**config.mk**
```make
export PLATFORM = sky130hd
export DESIGN_NAME = bus_termination_exception
export DESIGN_NICKNAME = d
export VERILOG_FILES = /design/src/verilog/bus_monitor.v /design/src/verilog/bus_termination_exception.v /design/src/verilog/pin_sync.v
export VERILOG_INCLUDE_DIRS = /design/src /design/src/verilog
export SDC_FILE = /design/constraint.sdc
export NUM_CORES = 1
export LEC_CHECK = 0
export ABC_CLOCK_PERIOD_IN_PS = 2200
export BUFFER_PORTS_ARGS = -buffer_cell sky130_fd_sc_hd__buf_2
export CAP_MARGIN = 20
export CORE_MARGIN = 4
export CORE_UTILIZATION = 35
export CTS_CLUSTER_DIAMETER = 30
export DETAILED_ROUTE_END_ITERATION = 8
export GPL_TIMING_DRIVEN = 0
export SETUP_SLACK_MARGIN = 0.4
export SLEW_MARGIN = 20
export SYNTH_ARGS = -nofsm -noshare
export SYNTH_HDL_FRONTEND = slang
export SYNTH_SLANG_ARGS = --single-unit
```
**constraint.sdc**
```tcl
create_clock -name clk_sys -period 2.2 [get_ports clk_sys]
set_input_delay 0.33 -clock clk_sys [delete_from_list [all_inputs] [get_ports clk_sys]]
set_output_delay 0.33 -clock clk_sys [all_outputs]
set_load 0.02 [all_outputs]
```
**src/verilog/bus_termination_exception_consts.vh**
```
// Constants for the bus termination and exception block
`ifndef BUS_TERMINATION_EXCEPTION_CONSTS_VH
`define BUS_TERMINATION_EXCEPTION_CONSTS_VH

// ----------------------------------------
// Broadcast cycle encoding
// ----------------------------------------
`define LPS_BCAST_ADDR      20'h3fffe
`define CPU_SPACE_FC        3'h7
`define PRECHARGE_BYTE      8'hff
`define MASK_LSB            0
`define MASK_MSB            2

// ----------------------------------------
// Bus monitor periods in system clocks
// ----------------------------------------
`define MON_PERIOD_0        7'h40
`define MON_PERIOD_1        7'h20
`define MON_PERIOD_2        7'h10
`define MON_PERIOD_3        7'h08

// ----------------------------------------
// Termination outcome codes
// ----------------------------------------
`define TERM_NONE           2'h0
`define TERM_NORMAL         2'h1
`define TERM_HALT           2'h2
`define TERM_BUSERR         2'h3

`endif

```
**src/verilog/bus_monitor.v**
```verilog
// Bus monitor: times out unanswered cycles
`timescale 1ns/1ns
`include "bus_termination_exception_consts.vh"
module bus_monitor (
	input  wire       clk_sys,
	input  wire       rst_n,
	input  wire       monitorEnable,
	input  wire [1:0] monitorTimeoutSel,
	input  wire       cycleActive,
	input  wire       terminated,
	output reg        timeoutPulse
);
	reg  [6:0] count_reg;
	reg  [6:0] limit;

	always @* begin
		case (monitorTimeoutSel)
			2'h0:    limit = `MON_PERIOD_0;
			2'h1:    limit = `MON_PERIOD_1;
			2'h2:    limit = `MON_PERIOD_2;
			default: limit = `MON_PERIOD_3;
		endcase
	end

	always @(posedge clk_sys or negedge rst_n) begin
		if (!rst_n) begin
			count_reg    <= 7'h00;
			timeoutPulse <= 1'b0;
		end else begin
			timeoutPulse <= 1'b0;
			if (!cycleActive || terminated || !monitorEnable) begin
				count_reg <= 7'h00;
			end else if (count_reg == limit - 7'h01) begin
				count_reg    <= 7'h00;
				timeoutPulse <= 1'b1;
			end else begin
				count_reg <= count_reg + 7'h01;
			end
		end
	end
endmodule // bus_monitor

```
**src/verilog/bus_termination_exception.v**
```verilog
// Bus cycle termination, bus error latch, double fault and stop broadcast
// Operation
// - Stop instruction issues CPU-space write 3FFFE
// - Broadcast data carries mask, upper bits zero
// - Broadcast shown externally only when bus owned
// - Broadcast self-acknowledged with fast write timing
// - Bus error during broadcast is ignored
// - Stop ends on reset or higher interrupt
// - Normal end needs size ack, autovector or internal ack
// - Monitor raises bus error on response timeout
// - No arbitration contention on iack gives error
// - Bus error ends cycle, starts exception
// - Halt input gives single-cycle bus operation
// - Ack at S and S+2 ends normally
// - Ack with halt ends cycle then halts
// - Bus error at S, or with halt later
// - Bus error latched at cycle end, deferred
// - Errored cycle captures no data, prefetch FF
// - Handler clears latch; one exception per instruction
// - Double fault before handler or after reset
// - Double fault halts, drives halt low
// - Errors after the handler's first instruction are ordinary
// - Two-bit monitor select, at most 64 clocks
// - Wait states inserted while nothing terminates
// - Halted: data floats, strobes inactive, address held
`timescale 1ns/1ns
`include "bus_termination_exception_consts.vh"
module bus_termination_exception (
	input  wire        clk_sys,
	input  wire        rst_n,
	// Processor side
	input  wire        cycleReq,
	input  wire [19:0] cycleAddr,
	input  wire [2:0]  cycleFc,
	input  wire [1:0]  cycleSize,
	input  wire        cycleRead,
	input  wire [15:0] cycleWrData,
	input  wire        cycleIsPrefetch,
	input  wire        cycleIsIack,
	input  wire        internalAck,
	input  wire        lowPowerStopInstr,
	input  wire [2:0]  irqMaskLevel,
	input  wire [2:0]  pendingIrqLevel,
	input  wire        instrBoundary,
	input  wire        handlerFirstInstr,
	input  wire        busGranted,
	input  wire        monitorEnable,
	input  wire [1:0]  monitorTimeoutSel,
	input  wire        irqArbContention,
	output reg         cycleDone,
	output reg  [1:0]  cycleOutcome,
	output reg  [15:0] cycleRdData,
	output reg         busErrorPending,
	output reg         busErrorException,
	output reg         doubleBusFault,
	output reg         lowPowerStopped,
	output reg  [2:0]  clockCtrlMask,
	// External bus pins
	input  wire        sizeAckIn_n,
	input  wire        autovectorReqIn_n,
	input  wire        busFaultIn_n,
	input  wire        haltIn_n,
	input  wire [15:0] dataIn,
	output reg  [19:0] addrOut,
	output reg  [2:0]  functionCode,
	output reg  [1:0]  transferSize,
	output reg         readWrite,
	output reg  [15:0] dataOut,
	output reg         dataOe,
	output reg         addrStrobe_n,
	output reg         dataStrobe_n,
	output wire        haltOut,
	output wire        haltOe
);
	// ----------------------------------------
	// States
	// ----------------------------------------
	localparam [2:0] ST_IDLE    = 3'h0;
	localparam [2:0] ST_WAIT    = 3'h1;
	localparam [2:0] ST_CONFIRM = 3'h2;
	localparam [2:0] ST_HALTED  = 3'h3;
	localparam [2:0] ST_BCAST   = 3'h4;
	localparam [2:0] ST_STOPPED = 3'h5;
	localparam [2:0] ST_FAULT   = 3'h6;

	reg  [2:0] state_reg;
	reg  [2:0] state_next;
	reg        ackSeen_reg;
	reg        haltSeen_reg;
	reg        afterReset_reg;
	reg        inEntry_reg;
	reg        cycleErr_reg;
	reg        bcastShown_reg;

	// ----------------------------------------
	// Input synchronisers
	// ----------------------------------------
	wire [3:0]  pinSync;
	wire [15:0] dataSync;
	wire        monitorTimeout;

	pin_sync #(.WIDTH(4), .INIT(4'hf)) u_ctrlSync (
		.clk_sys (clk_sys),
		.rst_n   (rst_n),
		.pinIn   ({sizeAckIn_n, autovectorReqIn_n, busFaultIn_n, haltIn_n}),
		.syncOut (pinSync)
	);

	pin_sync #(.WIDTH(16), .INIT(16'h0000)) u_dataSync (
		.clk_sys (clk_sys),
		.rst_n   (rst_n),
		.pinIn   (dataIn),
		.syncOut (dataSync)
	);

	wire extAck    = ~pinSync[3] | ~pinSync[2];
	wire extBerr   = ~pinSync[1];
	wire extHalt   = ~pinSync[0];
	wire inCycle   = (state_reg == ST_WAIT) || (state_reg == ST_CONFIRM);
	wire anyAck    = extAck | internalAck;
	wire spurious  = inCycle && cycleIsIack && anyAck && !irqArbContention;
	wire anyBerr   = extBerr | monitorTimeout | spurious;

	bus_monitor u_monitor (
		.clk_sys           (clk_sys),
		.rst_n             (rst_n),
		.monitorEnable     (monitorEnable),
		.monitorTimeoutSel (monitorTimeoutSel),
		.cycleActive       (inCycle),
		.terminated        (anyAck),
		.timeoutPulse      (monitorTimeout)
	);

	// ----------------------------------------
	// Termination decode
	// ----------------------------------------
	wire bcastStart = (state_reg == ST_IDLE) && lowPowerStopInstr && !doubleBusFault;
	wire wakeUp     = pendingIrqLevel > irqMaskLevel;
	wire errEnd     = inCycle && anyBerr;
	wire okEnd      = (state_reg == ST_CONFIRM) && ackSeen_reg && anyAck && !anyBerr;

	always @* begin
		state_next = state_reg;
		case (state_reg)
			ST_IDLE: begin
				if (doubleBusFault)
					state_next = ST_FAULT;
				else if (bcastStart)
					state_next = ST_BCAST;
				else if (cycleReq)
					state_next = ST_WAIT;
			end
			ST_WAIT: begin
				if (anyBerr)
					state_next = ST_IDLE;
				else if (anyAck)
					state_next = ST_CONFIRM;
			end
			ST_CONFIRM: begin
				if (anyBerr)
					state_next = ST_IDLE;
				else if (!anyAck)
					state_next = ST_WAIT;
				else if (haltSeen_reg && extHalt)
					state_next = ST_HALTED;
				else
					state_next = ST_IDLE;
			end
			ST_HALTED: begin
				if (!extHalt)
					state_next = ST_IDLE;
			end
			ST_BCAST:   state_next = ST_STOPPED;
			ST_STOPPED: begin
				if (wakeUp)
					state_next = ST_IDLE;
			end
			ST_FAULT:   state_next = ST_FAULT;
			default:    state_next = ST_IDLE;
		endcase
	end

	// ----------------------------------------
	// Cycle control and outputs
	// ----------------------------------------
	wire entering   = (state_reg == ST_IDLE) && cycleReq && !bcastStart && !doubleBusFault;
	wire drivePins  = (entering || inCycle) && !busGranted;
	wire errorHit   = errEnd;
	wire secondErr  = errorHit && (inEntry_reg || afterReset_reg) && !busErrorPending;

	always @(posedge clk_sys or negedge rst_n) begin
		if (!rst_n) begin
			state_reg         <= ST_IDLE;
			ackSeen_reg       <= 1'b0;
			haltSeen_reg      <= 1'b0;
			afterReset_reg    <= 1'b1;
			inEntry_reg       <= 1'b0;
			cycleErr_reg      <= 1'b0;
			bcastShown_reg    <= 1'b0;
			cycleDone         <= 1'b0;
			cycleOutcome      <= `TERM_NONE;
			cycleRdData       <= 16'h0000;
			busErrorPending   <= 1'b0;
			busErrorException <= 1'b0;
			doubleBusFault    <= 1'b0;
			lowPowerStopped   <= 1'b0;
			clockCtrlMask     <= 3'h0;
			addrOut           <= 20'h00000;
			functionCode      <= 3'h0;
			transferSize      <= 2'h0;
			readWrite         <= 1'b1;
			dataOut           <= 16'h0000;
			dataOe            <= 1'b0;
			addrStrobe_n      <= 1'b1;
			dataStrobe_n      <= 1'b1;
		end else begin
			state_reg         <= state_next;
			cycleDone         <= 1'b0;
			cycleOutcome      <= `TERM_NONE;
			busErrorException <= 1'b0;
			ackSeen_reg       <= inCycle && anyAck;
			haltSeen_reg      <= (inCycle || entering) && (extHalt || haltSeen_reg);
			if (state_reg == ST_IDLE)
				cycleErr_reg <= 1'b0;
			if (entering) begin
				addrOut      <= cycleAddr;
				functionCode <= cycleFc;
				transferSize <= cycleSize;
				readWrite    <= cycleRead;
				dataOut      <= cycleWrData;
			end
			addrStrobe_n <= !drivePins;
			dataStrobe_n <= !(drivePins && cycleRead);
			dataOe       <= drivePins && !cycleRead;
			if (errEnd) begin
				cycleDone    <= 1'b1;
				cycleOutcome <= `TERM_BUSERR;
				cycleErr_reg <= 1'b1;
				if (cycleIsPrefetch)
					cycleRdData <= {`PRECHARGE_BYTE, `PRECHARGE_BYTE};
				addrStrobe_n <= 1'b1;
				dataStrobe_n <= 1'b1;
				dataOe       <= 1'b0;
			end else if (okEnd) begin
				cycleDone    <= 1'b1;
				cycleOutcome <= (haltSeen_reg && extHalt) ? `TERM_HALT : `TERM_NORMAL;
				if (cycleRead)
					cycleRdData <= dataSync;
				addrStrobe_n <= 1'b1;
				dataStrobe_n <= 1'b1;
				dataOe       <= 1'b0;
			end
			// Broadcast write, self-acknowledged
			if (bcastStart) begin
				bcastShown_reg <= !busGranted;
				clockCtrlMask  <= irqMaskLevel;
				addrOut        <= `LPS_BCAST_ADDR;
				functionCode   <= `CPU_SPACE_FC;
				transferSize   <= 2'h2;
				readWrite      <= 1'b0;
				dataOut        <= {13'h0000, irqMaskLevel};
				addrStrobe_n   <= busGranted;
				dataOe         <= !busGranted;
				dataStrobe_n   <= 1'b1;
			end
			if (state_reg == ST_BCAST) begin
				cycleDone      <= 1'b1;
				cycleOutcome   <= `TERM_NORMAL;
				addrStrobe_n   <= 1'b1;
				dataOe         <= 1'b0;
				bcastShown_reg <= 1'b0;
				lowPowerStopped <= 1'b1;
			end
			if ((state_reg == ST_STOPPED) && wakeUp)
				lowPowerStopped <= 1'b0;
			// Error latch: set wins over the handler's clear
			if (errorHit)
				busErrorPending <= 1'b1;
			else if (handlerFirstInstr)
				busErrorPending <= 1'b0;
			if (instrBoundary && busErrorPending && !inEntry_reg && !afterReset_reg) begin
				busErrorException <= 1'b1;
				inEntry_reg       <= 1'b1;
			end
			if (handlerFirstInstr)
				inEntry_reg <= 1'b0;
			if (instrBoundary || handlerFirstInstr)
				afterReset_reg <= 1'b0;
			if (secondErr || (errorHit && inEntry_reg))
				doubleBusFault <= 1'b1;
			if (doubleBusFault) begin
				addrStrobe_n <= 1'b1;
				dataStrobe_n <= 1'b1;
				dataOe       <= 1'b0;
			end
		end
	end

	assign haltOut = 1'b0;
	assign haltOe  = doubleBusFault;
endmodule // bus_termination_exception

```
**src/verilog/pin_sync.v**
```verilog
// Two-stage synchroniser for a group of pin inputs
`timescale 1ns/1ns
module pin_sync #(
	parameter WIDTH = 1,
	parameter [WIDTH-1:0] INIT = {WIDTH{1'b1}}
) (
	input  wire             clk_sys,
	input  wire             rst_n,
	input  wire [WIDTH-1:0] pinIn,
	output wire [WIDTH-1:0] syncOut
);
	reg [WIDTH-1:0] stage1_reg;
	reg [WIDTH-1:0] stage2_reg;

	always @(posedge clk_sys or negedge rst_n) begin
		if (!rst_n) begin
			stage1_reg <= INIT;
			stage2_reg <= INIT;
		end else begin
			stage1_reg <= pinIn;
			stage2_reg <= stage1_reg;
		end
	end

	assign syncOut = stage2_reg;
endmodule // pin_sync
```
==> impl_metrics.env, run 1 <==
export IMPL_detailroute_via_count=3658
export IMPL_setup_worst_path_end_class="register"
export IMPL_tritoncts="yes"
export IMPL_vias_in_the_first_global_route=3747
export IMPL_track_usage_pct=15.33
export IMPL_drt_pass1_iterations=4
export IMPL_crit_path_start_kind="register"
export IMPL_fin_crit_sh_pct=81.06
export IMPL_io_pin_count=155
export IMPL_yosys_area_top_type_share_pct=60.61
export IMPL_synth_adder_area_share_pct=1.063
export IMPL_layout_area_overhead_vs_synth_pct=37.56
export IMPL_synth_top_family_by_area="simple AND/OR/NAND/NOR gates"
export IMPL_slowest_stage="sky130_fd_sc_hd__dfstp_2"
export IMPL_power_per_cell_area_nw_per_um2=1360
export IMPL_clock_tree_root_cell="sky130_fd_sc_hd__clkbuf_16"
export IMPL_clock_sink_count=126
export IMPL_worst_hold_path_type="in2reg"
export IMPL_timing_fmax_mhz=560.7
export IMPL_drt_initial_violations=247
export IMPL_routed_length_per_placed_instance_um=14.85
export IMPL_syn_area_um2=4707
export IMPL_worst_hold_path_endpoint="u_dataSync.stage1_reg[14]"
export IMPL_status="finished, final reports clean"
export IMPL_detail_route_wirelength_um=11630
export IMPL_synth_edf_count=0
export IMPL_nets=679
export IMPL_post_synth_xor_area_fraction_pct=1.116
export IMPL_largest_register_ff_count=20
export IMPL_synth_ff_latch_count=126
export IMPL_synthSimpleGateAreaFrac_pct=15.55
export IMPL_num_fill_cells=1254
export IMPL_timing_hold_violations_final=0
export IMPL_critical_r2r_capture="cycleRdData[13]"
export IMPL_syn_inst=411
export IMPL_synth_avg_cell_area_um2=11.45
export IMPL_min_period_ns=1.783
export IMPL_postRouteAntennaNets=0
export IMPL_worst_r2r_setup_slack_ns=0.42
export IMPL_clock_path_buffers=2
export IMPL_drcViolationCount=0
export IMPL_area_taken_by_multi_input_logic_gates_um2=1446
export IMPL_setup_repair_after_global_routing_missed_its_margin="yes"
export IMPL_r2r_worst_path_cells=6
export IMPL_finalCoreUtilization_pct=49.09
export IMPL_finish_cell_count_without_fillers=783
export IMPL_fp_dieH_um=124.0
export IMPL_critical_path_required_ns=2.49
export IMPL_synth_async_reset_ratio_pct=100.0
export IMPL_critical_path_reg2reg_startpoint="u_ctrlSync.syncOut[1]"
export IMPL_synth_nets=497
export IMPL_synth_largest_area_cell="sky130_fd_sc_hd__dfrtp_1"
export IMPL_crit_path_start="u_ctrlSync.syncOut[1]"
export IMPL_tightestPinTransition_ns=0.5868
export IMPL_critical_path_at_ns=2.08
export IMPL_ctsHtreeMaxLevel=4
export IMPL_registers_top_by_ff_count="addrOut"
export IMPL_ir_worst_vdd_mv=0.5821
export IMPL_die_area_um2=15370
export IMPL_post_synth_mux_area_share_pct=0
export IMPL_synth_main_ff_cell="sky130_fd_sc_hd__dfrtp_1"
export IMPL_crit_path_max_incr_delay_ns=0.54
export IMPL_detail_route_vias_per_cell=4.672
export IMPL_finalClockSkew_ns=0.006546
export IMPL_min_from="dataIn[14]"
export IMPL_yosys_warnings=0
export IMPL_grt_antenna_before_repair=0
export IMPL_cts_buffer_count=17
export IMPL_dpl_hpwl_um=8548
export IMPL_die_w_um=124.0
export IMPL_crit_type="reg2reg"
export IMPL_row_count=42
export IMPL_maxCapViolations=0
export IMPL_cts_clk_slew_worst_paths_ns=0.06
export IMPL_maxSlewViolCount=0
export IMPL_post_route_cells_drive_above_1_share_pct=36.96
export IMPL_yosys_top_cells_area="sky130_fd_sc_hd__dfrtp_1 61%, sky130_fd_sc_hd__dfstp_2 6.7%, sky130_fd_sc_hd__nand2_1 4.9%, sky130_fd_sc_hd__nor2_1 3.7%, sky130_fd_sc_hd__o21ai_0 3.0%"
export IMPL_clk_latency_ns=0.41
export IMPL_globalRouteOverflowTotal=0
export IMPL_maximum_fanout_along_the_worst_path=10
export IMPL_max_slew_margin_rel_pct=60.88
export IMPL_power_static_leakage_nw=3.035
export IMPL_synth_cell_types=43
export IMPL_synth_seq_area_share_pct=67.30
export IMPL_setup_viol=0
export IMPL_grt_pass1_wl_um=17930
export IMPL_grt_start_max_net_pins=66
export IMPL_combined_flip_flop_and_latch_cell_area_um2=3168
export IMPL_start_util_pct=35.69
export IMPL_worstPathCellList="nor2b_1 -> o21ai_1 -> nand3_1 -> nand2_4 -> buf_4 -> o22a_1"
export IMPL_synth_compound_gate_area_share_pct=12.23
export IMPL_port_buffers=153
export IMPL_worstHoldPathCells=1
export IMPL_place_gp_congestion=0.8086
export IMPL_core_area_um2=13190
export IMPL_numPlacedInstances=741
-- layer usage --
| layer | wire length [um] | track usage (%) | vias up |
|---|---|---|---|
| met5 | 0 | 0 | - |
| met4 | 278 | 7.803 | 0 |
| met3 | 625 | 4.360 | 21 |
| met2 | 5999 | 25.28 | 103 |
| met1 | 4729 | 18.34 | 1777 |
| li1 | - | - | 1757 |
-- synthesized netlist by cell type, types with 3 or more instances --
| library cell | count |
|---|---|
| sky130_fd_sc_hd__a21o_1 | 6 |
| sky130_fd_sc_hd__a21oi_1 | 22 |
| sky130_fd_sc_hd__a221o_1 | 3 |
| sky130_fd_sc_hd__buf_2 | 10 |
| sky130_fd_sc_hd__buf_4 | 3 |
| sky130_fd_sc_hd__clkbuf_1 | 8 |
| sky130_fd_sc_hd__dfrtp_1 | 114 |
| sky130_fd_sc_hd__dfstp_2 | 12 |
| sky130_fd_sc_hd__ha_1 | 4 |
| sky130_fd_sc_hd__inv_1 | 6 |
| sky130_fd_sc_hd__nand2_1 | 62 |
| sky130_fd_sc_hd__nand2b_1 | 6 |
| sky130_fd_sc_hd__nand3_1 | 18 |
| sky130_fd_sc_hd__nand3b_1 | 3 |
| sky130_fd_sc_hd__nor2_1 | 47 |
| sky130_fd_sc_hd__nor2b_1 | 6 |
| sky130_fd_sc_hd__o21ai_0 | 28 |
| sky130_fd_sc_hd__o22a_1 | 16 |
| sky130_fd_sc_hd__xnor2_1 | 3 |
| sky130_fd_sc_hd__xor2_1 | 3 |
-- critical path: cells and delay by family (launching register included) --
kind            cells  cell delay, ns
compound gates      2            0.39
flops               1            0.54
buf+inv             1            0.20
simple gates        3            0.55
-- placed cells by master, fill, tap and decap left out, types with 2 or more instances in the layout --
master / n
sky130_fd_sc_hd__a21o_1: 6
sky130_fd_sc_hd__a21oi_1: 21
sky130_fd_sc_hd__a221o_1: 3
sky130_fd_sc_hd__and2_1: 2
sky130_fd_sc_hd__and3_1: 2
sky130_fd_sc_hd__and3b_1: 2
sky130_fd_sc_hd__buf_2: 162
sky130_fd_sc_hd__buf_4: 4
sky130_fd_sc_hd__bufinv_16: 3
sky130_fd_sc_hd__clkbuf_1: 5
sky130_fd_sc_hd__clkbuf_16: 17
sky130_fd_sc_hd__clkbuf_2: 4
sky130_fd_sc_hd__clkbuf_8: 2
sky130_fd_sc_hd__clkinv_4: 2
sky130_fd_sc_hd__clkinvlp_4: 3
sky130_fd_sc_hd__dfrtp_1: 114
sky130_fd_sc_hd__dfstp_2: 12
sky130_fd_sc_hd__dlygate4sd3_1: 8
sky130_fd_sc_hd__ha_1: 4
sky130_fd_sc_hd__inv_1: 6
sky130_fd_sc_hd__inv_6: 3
sky130_fd_sc_hd__nand2_1: 62
sky130_fd_sc_hd__nand2b_1: 6
sky130_fd_sc_hd__nand3_1: 18
sky130_fd_sc_hd__nand3b_1: 3
sky130_fd_sc_hd__nor2_1: 47
sky130_fd_sc_hd__nor2b_1: 5
sky130_fd_sc_hd__nor3b_1: 2
sky130_fd_sc_hd__o211ai_1: 2
sky130_fd_sc_hd__o21a_1: 2
sky130_fd_sc_hd__o21ai_0: 27
sky130_fd_sc_hd__o22a_1: 16
sky130_fd_sc_hd__xnor2_1: 3
sky130_fd_sc_hd__xor2_1: 3
-- through the flow --
| step | cell area [um^2] | worst slack [ns] | power [W] | hold WS, ns | TNS (ns) |
|---|---|---|---|---|---|
| floorplan | 4707 | 0.5064 | 0.004910 | 0.03441 | 0 |
| global placement | 5693 | -0.7519 | 0.005844 | 0.3325 | -85.49 |
| detailed placement | 5727 | 0.2150 | 0.005931 | 0.3363 | 0 |
| CTS | 6452 | 0.4102 | 0.008880 | 0.001413 | 0 |
| global route | 6472 | 0.3073 | 0.009323 | 0.005976 | 0 |
| finish | 6475 | 0.4166 | 0.008804 | 0.02752 | 0 |
-- cells by family (layout without fill, tap and decap cells) --
logic type / count (synthesis) / in the layout
xor+xnor: 6 / 6
compound gates: 87 / 87
simple gates: 160 / 160
flops: 126 / 126
buf+inv: 27 / 222
fa+ha+maj: 4 / 4
other cells: 1 / 2
-- what timing repair did --
| item | 4_1_cts | 5_1_grt |
|---|---|---|
| setup buffers | 1 | 0 |
| hold buffers | 8 | 0 |
| endpoints found under the hold margin | 57 | 0 |
| pin swaps | 1 | 0 |
| resized for setup | 8 | 9 |
| endpoints found under the setup margin | 53 | 62 |
-- layout make-up --
class / count / area share [%]
well taps: 176 / 3.401
repair buffers: 163 / 13.70
flip-flops and latches: 126 / 48.93
diodes: 1 / 0.03865
multi-input cells: 258 / 22.34
inverters: 6 / 0.3478
clock inverters: 11 / 2.415
clock buffers: 21 / 7.111
plain buffers: 21 / 1.720
-- power by group --
group	leakage [nW]	internal [W]	switching, W
Sequential	1.45	0.00294	0.000344
Clock	0.291	0.00186	0.00101
Combinational	1.29	0.000978	0.00167
-- worst max path at each step --
stage | cells past startpoint | to | slack, ns
floorplan | 5 | cycleRdData[10] | 0.51
global placement | 1 | u_dataSync.stage1_reg[0] | -0.75
detailed placement | 7 | addrOut[5] | 0.22
CTS | 7 | addrOut[5] | 0.41
global route | 6 | cycleRdData[8] | 0.31
finish | 6 | cycleRdData[13] | 0.42
(Power assumes the default switching activity.)
==> inputs of run 2 (changes only) <==
Settings changed: ABC_CLOCK_PERIOD_IN_PS 2200 to 1600.
Clock period 2.2 ns to 1.6 ns, I/O delays scaled along.
==> run 2 against run 1 <==
The run now ends with setup timing left. Final cell count increased by 12%. Critical path depth unchanged. Sequential power increased by 44%. Fmax increased by 2.7%. Clock power increased by 44%. Global-route usage increased by 3.0 points. Wire length increased by 31%. Hold slack improved by 0.024 ns. Final area increased by 34%. Die area unchanged. Via count increased by 16%. Clock skew increased by 0.0010 ns.
==> impl_metrics.env, run 2 (synthesis results as in run 1) <==
export IMPL_nets=773
export IMPL_die_w_um=124.0
export IMPL_io_pin_count=155
export IMPL_place_gp_congestion=0.8158
export IMPL_die_area_um2=15370
export IMPL_clock_tree_root_cell="sky130_fd_sc_hd__clkbuf_16"
export IMPL_finalPower_w=0.01567
export IMPL_hold_ws_ns=0.05185
export IMPL_cts_clk_slew_worst_paths_ns=0.06
export IMPL_power_static_leakage_nw=4.107
export IMPL_dpl_hpwl_um=8488
export IMPL_power_per_cell_area_nw_per_um2=1801
export IMPL_maxCapViolations=0
export IMPL_post_route_worst_setup_slack_ns=-0.1357
export IMPL_finalCoreUtilization_pct=65.96
export IMPL_grt_start_max_net_pins=65
export IMPL_slowest_stage="sky130_fd_sc_hd__dfrtp_2"
export IMPL_timing_fmax_mhz=576.1
export IMPL_ctsHtreeMaxLevel=4
export IMPL_finalClockSkew_ns=0.007596
export IMPL_clock_path_buffers=2
export IMPL_grt_pass1_wl_um=21490
export IMPL_area_taken_by_multi_input_logic_gates_um2=2022
export IMPL_setup_tns_final_ns=-2.724
export IMPL_maximum_fanout_along_the_worst_path=10
export IMPL_drt_pass1_iterations=6
export IMPL_drt_initial_violations=215
export IMPL_switching_share_pct=32.85
export IMPL_fp_dieH_um=124.0
export IMPL_insertedDiodeCount=0
export IMPL_clk_latency_ns=0.41
export IMPL_detail_route_vias_per_cell=4.863
export IMPL_timing_hold_violations_final=0
export IMPL_mostFrequentLayoutCell="sky130_fd_sc_hd__dfrtp_1"
export IMPL_start_util_pct=35.69
export IMPL_registers_top_by_ff_count="addrOut"
export IMPL_core_area_um2=13190
export IMPL_grt_antenna_before_repair=0
export IMPL_routed_length_per_placed_instance_um=17.41
export IMPL_status="complete, but fails checks"
export IMPL_detailroute_via_count=4250
export IMPL_place_worst_setup_slack_ns=-0.2139
export IMPL_p_int_w=0.01052
export IMPL_final_cell_mix="111 x sky130_fd_sc_hd__dfrtp_1, 82 x sky130_fd_sc_hd__buf_6, 82 x sky130_fd_sc_hd__buf_2"
export IMPL_setup_worst_path_end_class="register"
export IMPL_cts_buffer_count=17
export IMPL_tritoncts="yes"
export IMPL_crit_path_start_kind="register"
export IMPL_critical_path_top_delay_family="simple AND/OR/NAND/NOR gates"
export IMPL_worst_hold_path_type="in2reg"
export IMPL_relative_contribution_of_combinational_cells_to_total_power_pct=43.6
export IMPL_critical_path_buf_inv_count=2
export IMPL_failed_checks="setup timing"
export IMPL_ir_worst_vdd_mv=1.009
export IMPL_detail_route_wirelength_um=15220
export IMPL_num_fill_cells=892
export IMPL_largest_register_ff_count=20
export IMPL_min_period_ns=1.736
export IMPL_setup_repair_after_global_routing_missed_its_margin="yes"
export IMPL_drcViolationCount=0
export IMPL_port_buffers=153
export IMPL_crit_type="reg2reg"
export IMPL_combined_flip_flop_and_latch_cell_area_um2=3172
export IMPL_track_usage_pct=18.36
export IMPL_vias_in_the_first_global_route=4364
export IMPL_worstPathCellList="nor4b_4 -> and4_4 -> o211ai_4 -> buf_12 -> buf_8 -> o22a_1"
export IMPL_share_clk_of_total_power_pct=26.3
export IMPL_row_count=42
export IMPL_postRouteAntennaNets=0
export IMPL_seq_power_share_pct=30.2
export IMPL_maxSlewViolCount=0
export IMPL_clock_sink_count=126
export IMPL_critical_path_required_ns=1.89
export IMPL_critical_path_at_ns=2.03
export IMPL_psw_w=0.005148
export IMPL_globalRouteOverflowTotal=0
export IMPL_post_route_cells_drive_above_1_share_pct=58.60
export IMPL_layout_area_overhead_vs_synth_pct=84.85
export IMPL_fin_crit_sh_pct=108.5
export IMPL_setup_viol=37
export IMPL_crit_path_max_incr_delay_ns=0.46
-- run 2: worst paths after layout --
path	startpoint	end	slack, ns	cells after the start
min in group asynchronous	rst_n	addrOut[10]	0.32	2
max in group asynchronous	rst_n	u_ctrlSync.stage1_reg[0]	0.59	3
min reg2reg	u_dataSync.stage1_reg[7]	u_dataSync.syncOut[7]	0.35	0
max reg2reg	state_reg[0]	cycleRdData[13]	-0.14	6
max	state_reg[0]	cycleRdData[13]	-0.14	6
min	cycleAddr[14]	addrOut[14]	0.05	3
-- run 2: tightest hold or removal path, cell delays in order --
cell and delay, ns:
sky130_fd_sc_hd__buf_2 0.10, sky130_fd_sc_hd__nand2_4 0.05, sky130_fd_sc_hd__nand3_2 0.04
-- run 2: power by group through the flow --
stage	clock (W)	sequential, W	combinational (W)
6_report	0.00412	0.00473	0.00683
5_1_grt	0.00434	0.00480	0.00724
4_1_cts	0.00418	0.00465	0.00562
3_5_place_dp	0	0.00458	0.00369
3_3_place_gp	0	0.00454	0.00361
2_1_floorplan	0	0.00543	0.00144
-- run 2: cell type report --
| type | count | share of cell area [%] |
|---|---|---|
| buffer | 21 | 3.480 |
| tap | 176 | 2.531 |
| multi-input combinational | 258 | 23.24 |
| clock buffer | 24 | 5.766 |
| inverter | 6 | 0.4026 |
| sequential | 126 | 36.45 |
| clock inverter | 6 | 1.496 |
| timing repair buffer | 257 | 26.63 |
-- run 2: repair_timing --
item | 4_1_cts | 5_1_grt
cloned | 7 | 1
gates resized for setup | 258 | 113
hold buffers | 23 | 0
endpoints found under the hold margin | 83 | 0
pin swaps | 53 | 26
endpoints found under the setup margin | 129 | 216
setup buffers | 39 | 33
-- run 2: per-layer routing --
layer	global-route usage, %	part of all wire (%)
met4	8.419	3.1
met1	22.05	38
met3	5.495	5.5
met2	30.42	53
met5	0	0
-- run 2: metrics by stage --
step,area [um^2],instances
5_1_grt,8701,874
4_1_cts,7999,840
2_1_floorplan,4811,411
6_report,8701,874
3_3_place_gp,5797,740
3_5_place_dp,5831,741
==> inputs of run 3 (changes only) <==
Settings changed: SYNTH_HIERARCHICAL set to 1.
==> run 3 against run 2 <==
Largest power group unchanged. First-iteration DRC count grew 33%. The flow still finishes with violations (setup timing). Combinational power up 3.1%. Sequential share of layout area shrank 1.9 points. Clock-buffer cell count shrank 6. Clock power decreased by 6.8%. Power decreased by 1.4%. Sequential cell count did not move.
==> impl_metrics.env, run 3 <==
export IMPL_clock_path_buffers=2
export IMPL_power_per_cell_area_nw_per_um2=1683
export IMPL_worstPathCellList="buf_6 -> buf_6 -> nor4_4 -> nand2_2 -> buf_8 -> buf_6 -> nand3_2 -> o211ai_1"
export IMPL_syn_area_um2=4758
export IMPL_insertedDiodeCount=0
export IMPL_clk_latency_ns=0.42
export IMPL_post_route_cells_drive_above_1_share_pct=63.77
export IMPL_dpl_cell_area_um2=6081
export IMPL_finalCoreUtilization_pct=69.02
export IMPL_cts_buffer_count=17
export IMPL_syn_inst=424
export IMPL_worst_r2r_setup_slack_ns=-0.12
export IMPL_maxCapViolations=0
export IMPL_crit_path_max_incr_delay_ns=0.45
export IMPL_critical_path_buf_inv_count=4
export IMPL_worst_hold_path_type="in2reg"
export IMPL_failed_checks="setup timing"
export IMPL_track_usage_pct=19.19
export IMPL_finalClockSkew_ns=0.007679
export IMPL_min_period_ns=1.717
export IMPL_grt_antenna_before_repair=0
export IMPL_ir_worst_vdd_mv=1.065
export IMPL_synthMostInstantiatedCell="sky130_fd_sc_hd__dfrtp_1"
export IMPL_drt_initial_violations=286
export IMPL_status="complete, but fails checks"
export IMPL_routed_length_per_placed_instance_um=17.20
export IMPL_setup_worst_path_end_class="register"
export IMPL_worstHoldPathCells=3
export IMPL_r2r_worst_path_cells=8
export IMPL_detailroute_via_count=4484
export IMPL_port_buffers=153
export IMPL_post_route_worst_setup_slack_ns=-0.1174
export IMPL_detailroute_wirelength_met3_um=748
export IMPL_core_area_um2=13300
export IMPL_clock_sink_count=126
export IMPL_critical_path_at_ns=2.00
export IMPL_crit_path_start_kind="register"
export IMPL_grt_pass1_wl_um=23650
export IMPL_vias_in_the_first_global_route=4583
export IMPL_setup_viol=57
export IMPL_critical_r2r_capture="dataOut[2]"
export IMPL_mostFrequentLayoutCell="sky130_fd_sc_hd__dfrtp_1"
export IMPL_synth_main_ff_cell="sky130_fd_sc_hd__dfrtp_1"
export IMPL_critical_path_required_ns=1.88
export IMPL_crit_path_start="state_reg[0]"
export IMPL_final_cell_mix="110 x sky130_fd_sc_hd__dfrtp_1, 101 x sky130_fd_sc_hd__buf_6, 80 x sky130_fd_sc_hd__buf_2"
export IMPL_timing_hold_violations_final=0
export IMPL_die_w_um=124.6
export IMPL_tritoncts="yes"
export IMPL_met2_wirelength_um=8665
export IMPL_timing_fmax_mhz=582.3
export IMPL_grt_start_max_net_pins=69
export IMPL_synth_largest_area_cell="sky130_fd_sc_hd__dfrtp_1"
export IMPL_layout_area_overhead_vs_synth_pct=92.85
export IMPL_yosys_top_cells_area="sky130_fd_sc_hd__dfrtp_1 60%, sky130_fd_sc_hd__dfstp_2 6.6%, sky130_fd_sc_hd__nand2_1 4.8%, sky130_fd_sc_hd__nor2_1 4.7%, sky130_fd_sc_hd__nand3_1 3.1%"
export IMPL_synth_ff_latch_count=126
export IMPL_slowest_stage="sky130_fd_sc_hd__dfrtp_2"
export IMPL_crit_type="reg2reg"
export IMPL_critical_path_reg2reg_startpoint="state_reg[0]"
export IMPL_row_count=42
export IMPL_min_from="cycleSize[0]"
export IMPL_registers_top_by_ff_count="addrOut"
export IMPL_num_fill_cells=897
export IMPL_setup_repair_after_global_routing_missed_its_margin="yes"
export IMPL_area_taken_by_multi_input_logic_gates_um2=2145
export IMPL_ctsHtreeMaxLevel=4
export IMPL_synth_edf_count=0
export IMPL_yosys_warnings=6
export IMPL_path_common_cell="sky130_fd_sc_hd__buf_6"
export IMPL_drt_pass1_iterations=4
export IMPL_postRouteAntennaNets=0
export IMPL_combined_flip_flop_and_latch_cell_area_um2=3173
export IMPL_synth_cell_types=47
export IMPL_critical_path_top_delay_family="buffers and inverters"
export IMPL_largest_register_ff_count=20
export IMPL_start_util_pct=35.79
export IMPL_yosys_area_top_type_share_pct=59.95
export IMPL_place_gp_congestion=0.7849
export IMPL_nets=821
export IMPL_routedLengthMet1_um=6093
export IMPL_die_area_um2=15530
export IMPL_maxSlewViolCount=0
export IMPL_power_static_leakage_nw=4.230
export IMPL_numPlacedInstances=754
export IMPL_dpl_hpwl_um=8481
export IMPL_synth_avg_cell_area_um2=11.22
export IMPL_synth_seq_area_share_pct=66.58
export IMPL_drcViolationCount=0
export IMPL_dr_max_layer_used="met4"
export IMPL_fin_crit_sh_pct=107.3
export IMPL_detail_route_vias_per_cell=4.853
export IMPL_detail_route_wirelength_um=15900
export IMPL_place_worst_setup_slack_ns=-0.1954
export IMPL_fin_area_um2=9176
export IMPL_fp_dieH_um=124.6
export IMPL_synth_nets=510
export IMPL_clock_tree_root_cell="sky130_fd_sc_hd__clkbuf_16"
export IMPL_synth_async_reset_ratio_pct=100.0
export IMPL_finish_cell_count_without_fillers=924
export IMPL_worst_hold_path_endpoint="transferSize[0]"
export IMPL_io_pin_count=155
export IMPL_finalPower_w=0.01545
export IMPL_globalRouteOverflowTotal=0
export IMPL_cts_clk_slew_worst_paths_ns=0.06
export IMPL_maximum_fanout_along_the_worst_path=6
export IMPL_synth_top_cells_by_count="114 x sky130_fd_sc_hd__dfrtp_1, 61 x sky130_fd_sc_hd__nand2_1, 59 x sky130_fd_sc_hd__nor2_1, 29 x sky130_fd_sc_hd__nand3_1, 28 x sky130_fd_sc_hd__a21oi_1"
-- run 3: kinds of logic after synthesis --
kind of cell             after synthesis  synth area share (%)
adder cells (fa/ha/maj)                4                 1.052
other                                  1               0.07881
AO/OA/AOI/OAI                         69                 9.887
flip-flops                           126                 66.58
XOR/XNOR                               7                 1.288
AND/OR/NAND/NOR                      182                 17.59
buffers and inverters                 35                 3.523
-- run 3: how the worst max path moves through the flow --
| stage | end | depth (start not counted) |
|---|---|---|
| floorplan | cycleRdData[0] | 6 |
| global placement | doubleBusFault | 1 |
| detailed placement | cycleRdData[3] | 8 |
| CTS | u_monitor/timeoutPulse | 6 |
| global route | dataOut[2] | 8 |
| finish | dataOut[2] | 8 |
-- run 3: worst register-to-register path, stage by stage, from the launching register on --
cell                       delay, ns
sky130_fd_sc_hd__dfrtp_2        0.45
sky130_fd_sc_hd__buf_6          0.16
sky130_fd_sc_hd__buf_6          0.12
sky130_fd_sc_hd__nor4_4         0.21
sky130_fd_sc_hd__nand2_2        0.17
sky130_fd_sc_hd__buf_8          0.18
sky130_fd_sc_hd__buf_6          0.12
sky130_fd_sc_hd__nand3_2        0.06
sky130_fd_sc_hd__o211ai_1       0.11
-- run 3: repair_timing --
action | 4_1_cts | 5_1_grt
pin swaps | 62 | 47
gates cloned | 12 | 0
endpoints found under the hold margin | 74 | 0
hold buffers | 23 | 0
setup buffers | 61 | 42
setup endpoints to repair | 146 | 206
gates resized for setup | 250 | 99
-- run 3: area by class of cell --
type	instances	share of cell area (%)
clock inverters	14	1.718
repair buffers	291	28.59
multi-input cells	264	23.37
well taps	176	2.400
inverters	10	0.5181
plain buffers	25	4.036
flip-flops and latches	126	34.58
clock buffers	18	4.786
-- run 3: metrics by stage --
stage | TNS [ns] | hold WS (ns)
after floorplan | 0 | -0.05559
after global placement | -153.64 | 0.3315
after detailed placement | -5.849 | 0.2392
after CTS | -0.7883 | 0.005969
after global routing | -6.510 | 0.01449
final | -2.587 | 0.02012
-- run 3: metal layers --
metal  up-vias  global-route usage (%)
met1      2228                   22.83
met3        37                   5.103
met4         0                   7.221
li1       2067                       -
met5         -                       0
met2       152                   33.24
-- run 3: power by group --
group	switching, W	internal (W)
clock	0.00149	0.00236
sequential	0.000583	0.00398
combinational	0.00322	0.00382
total	0.00529	0.0102
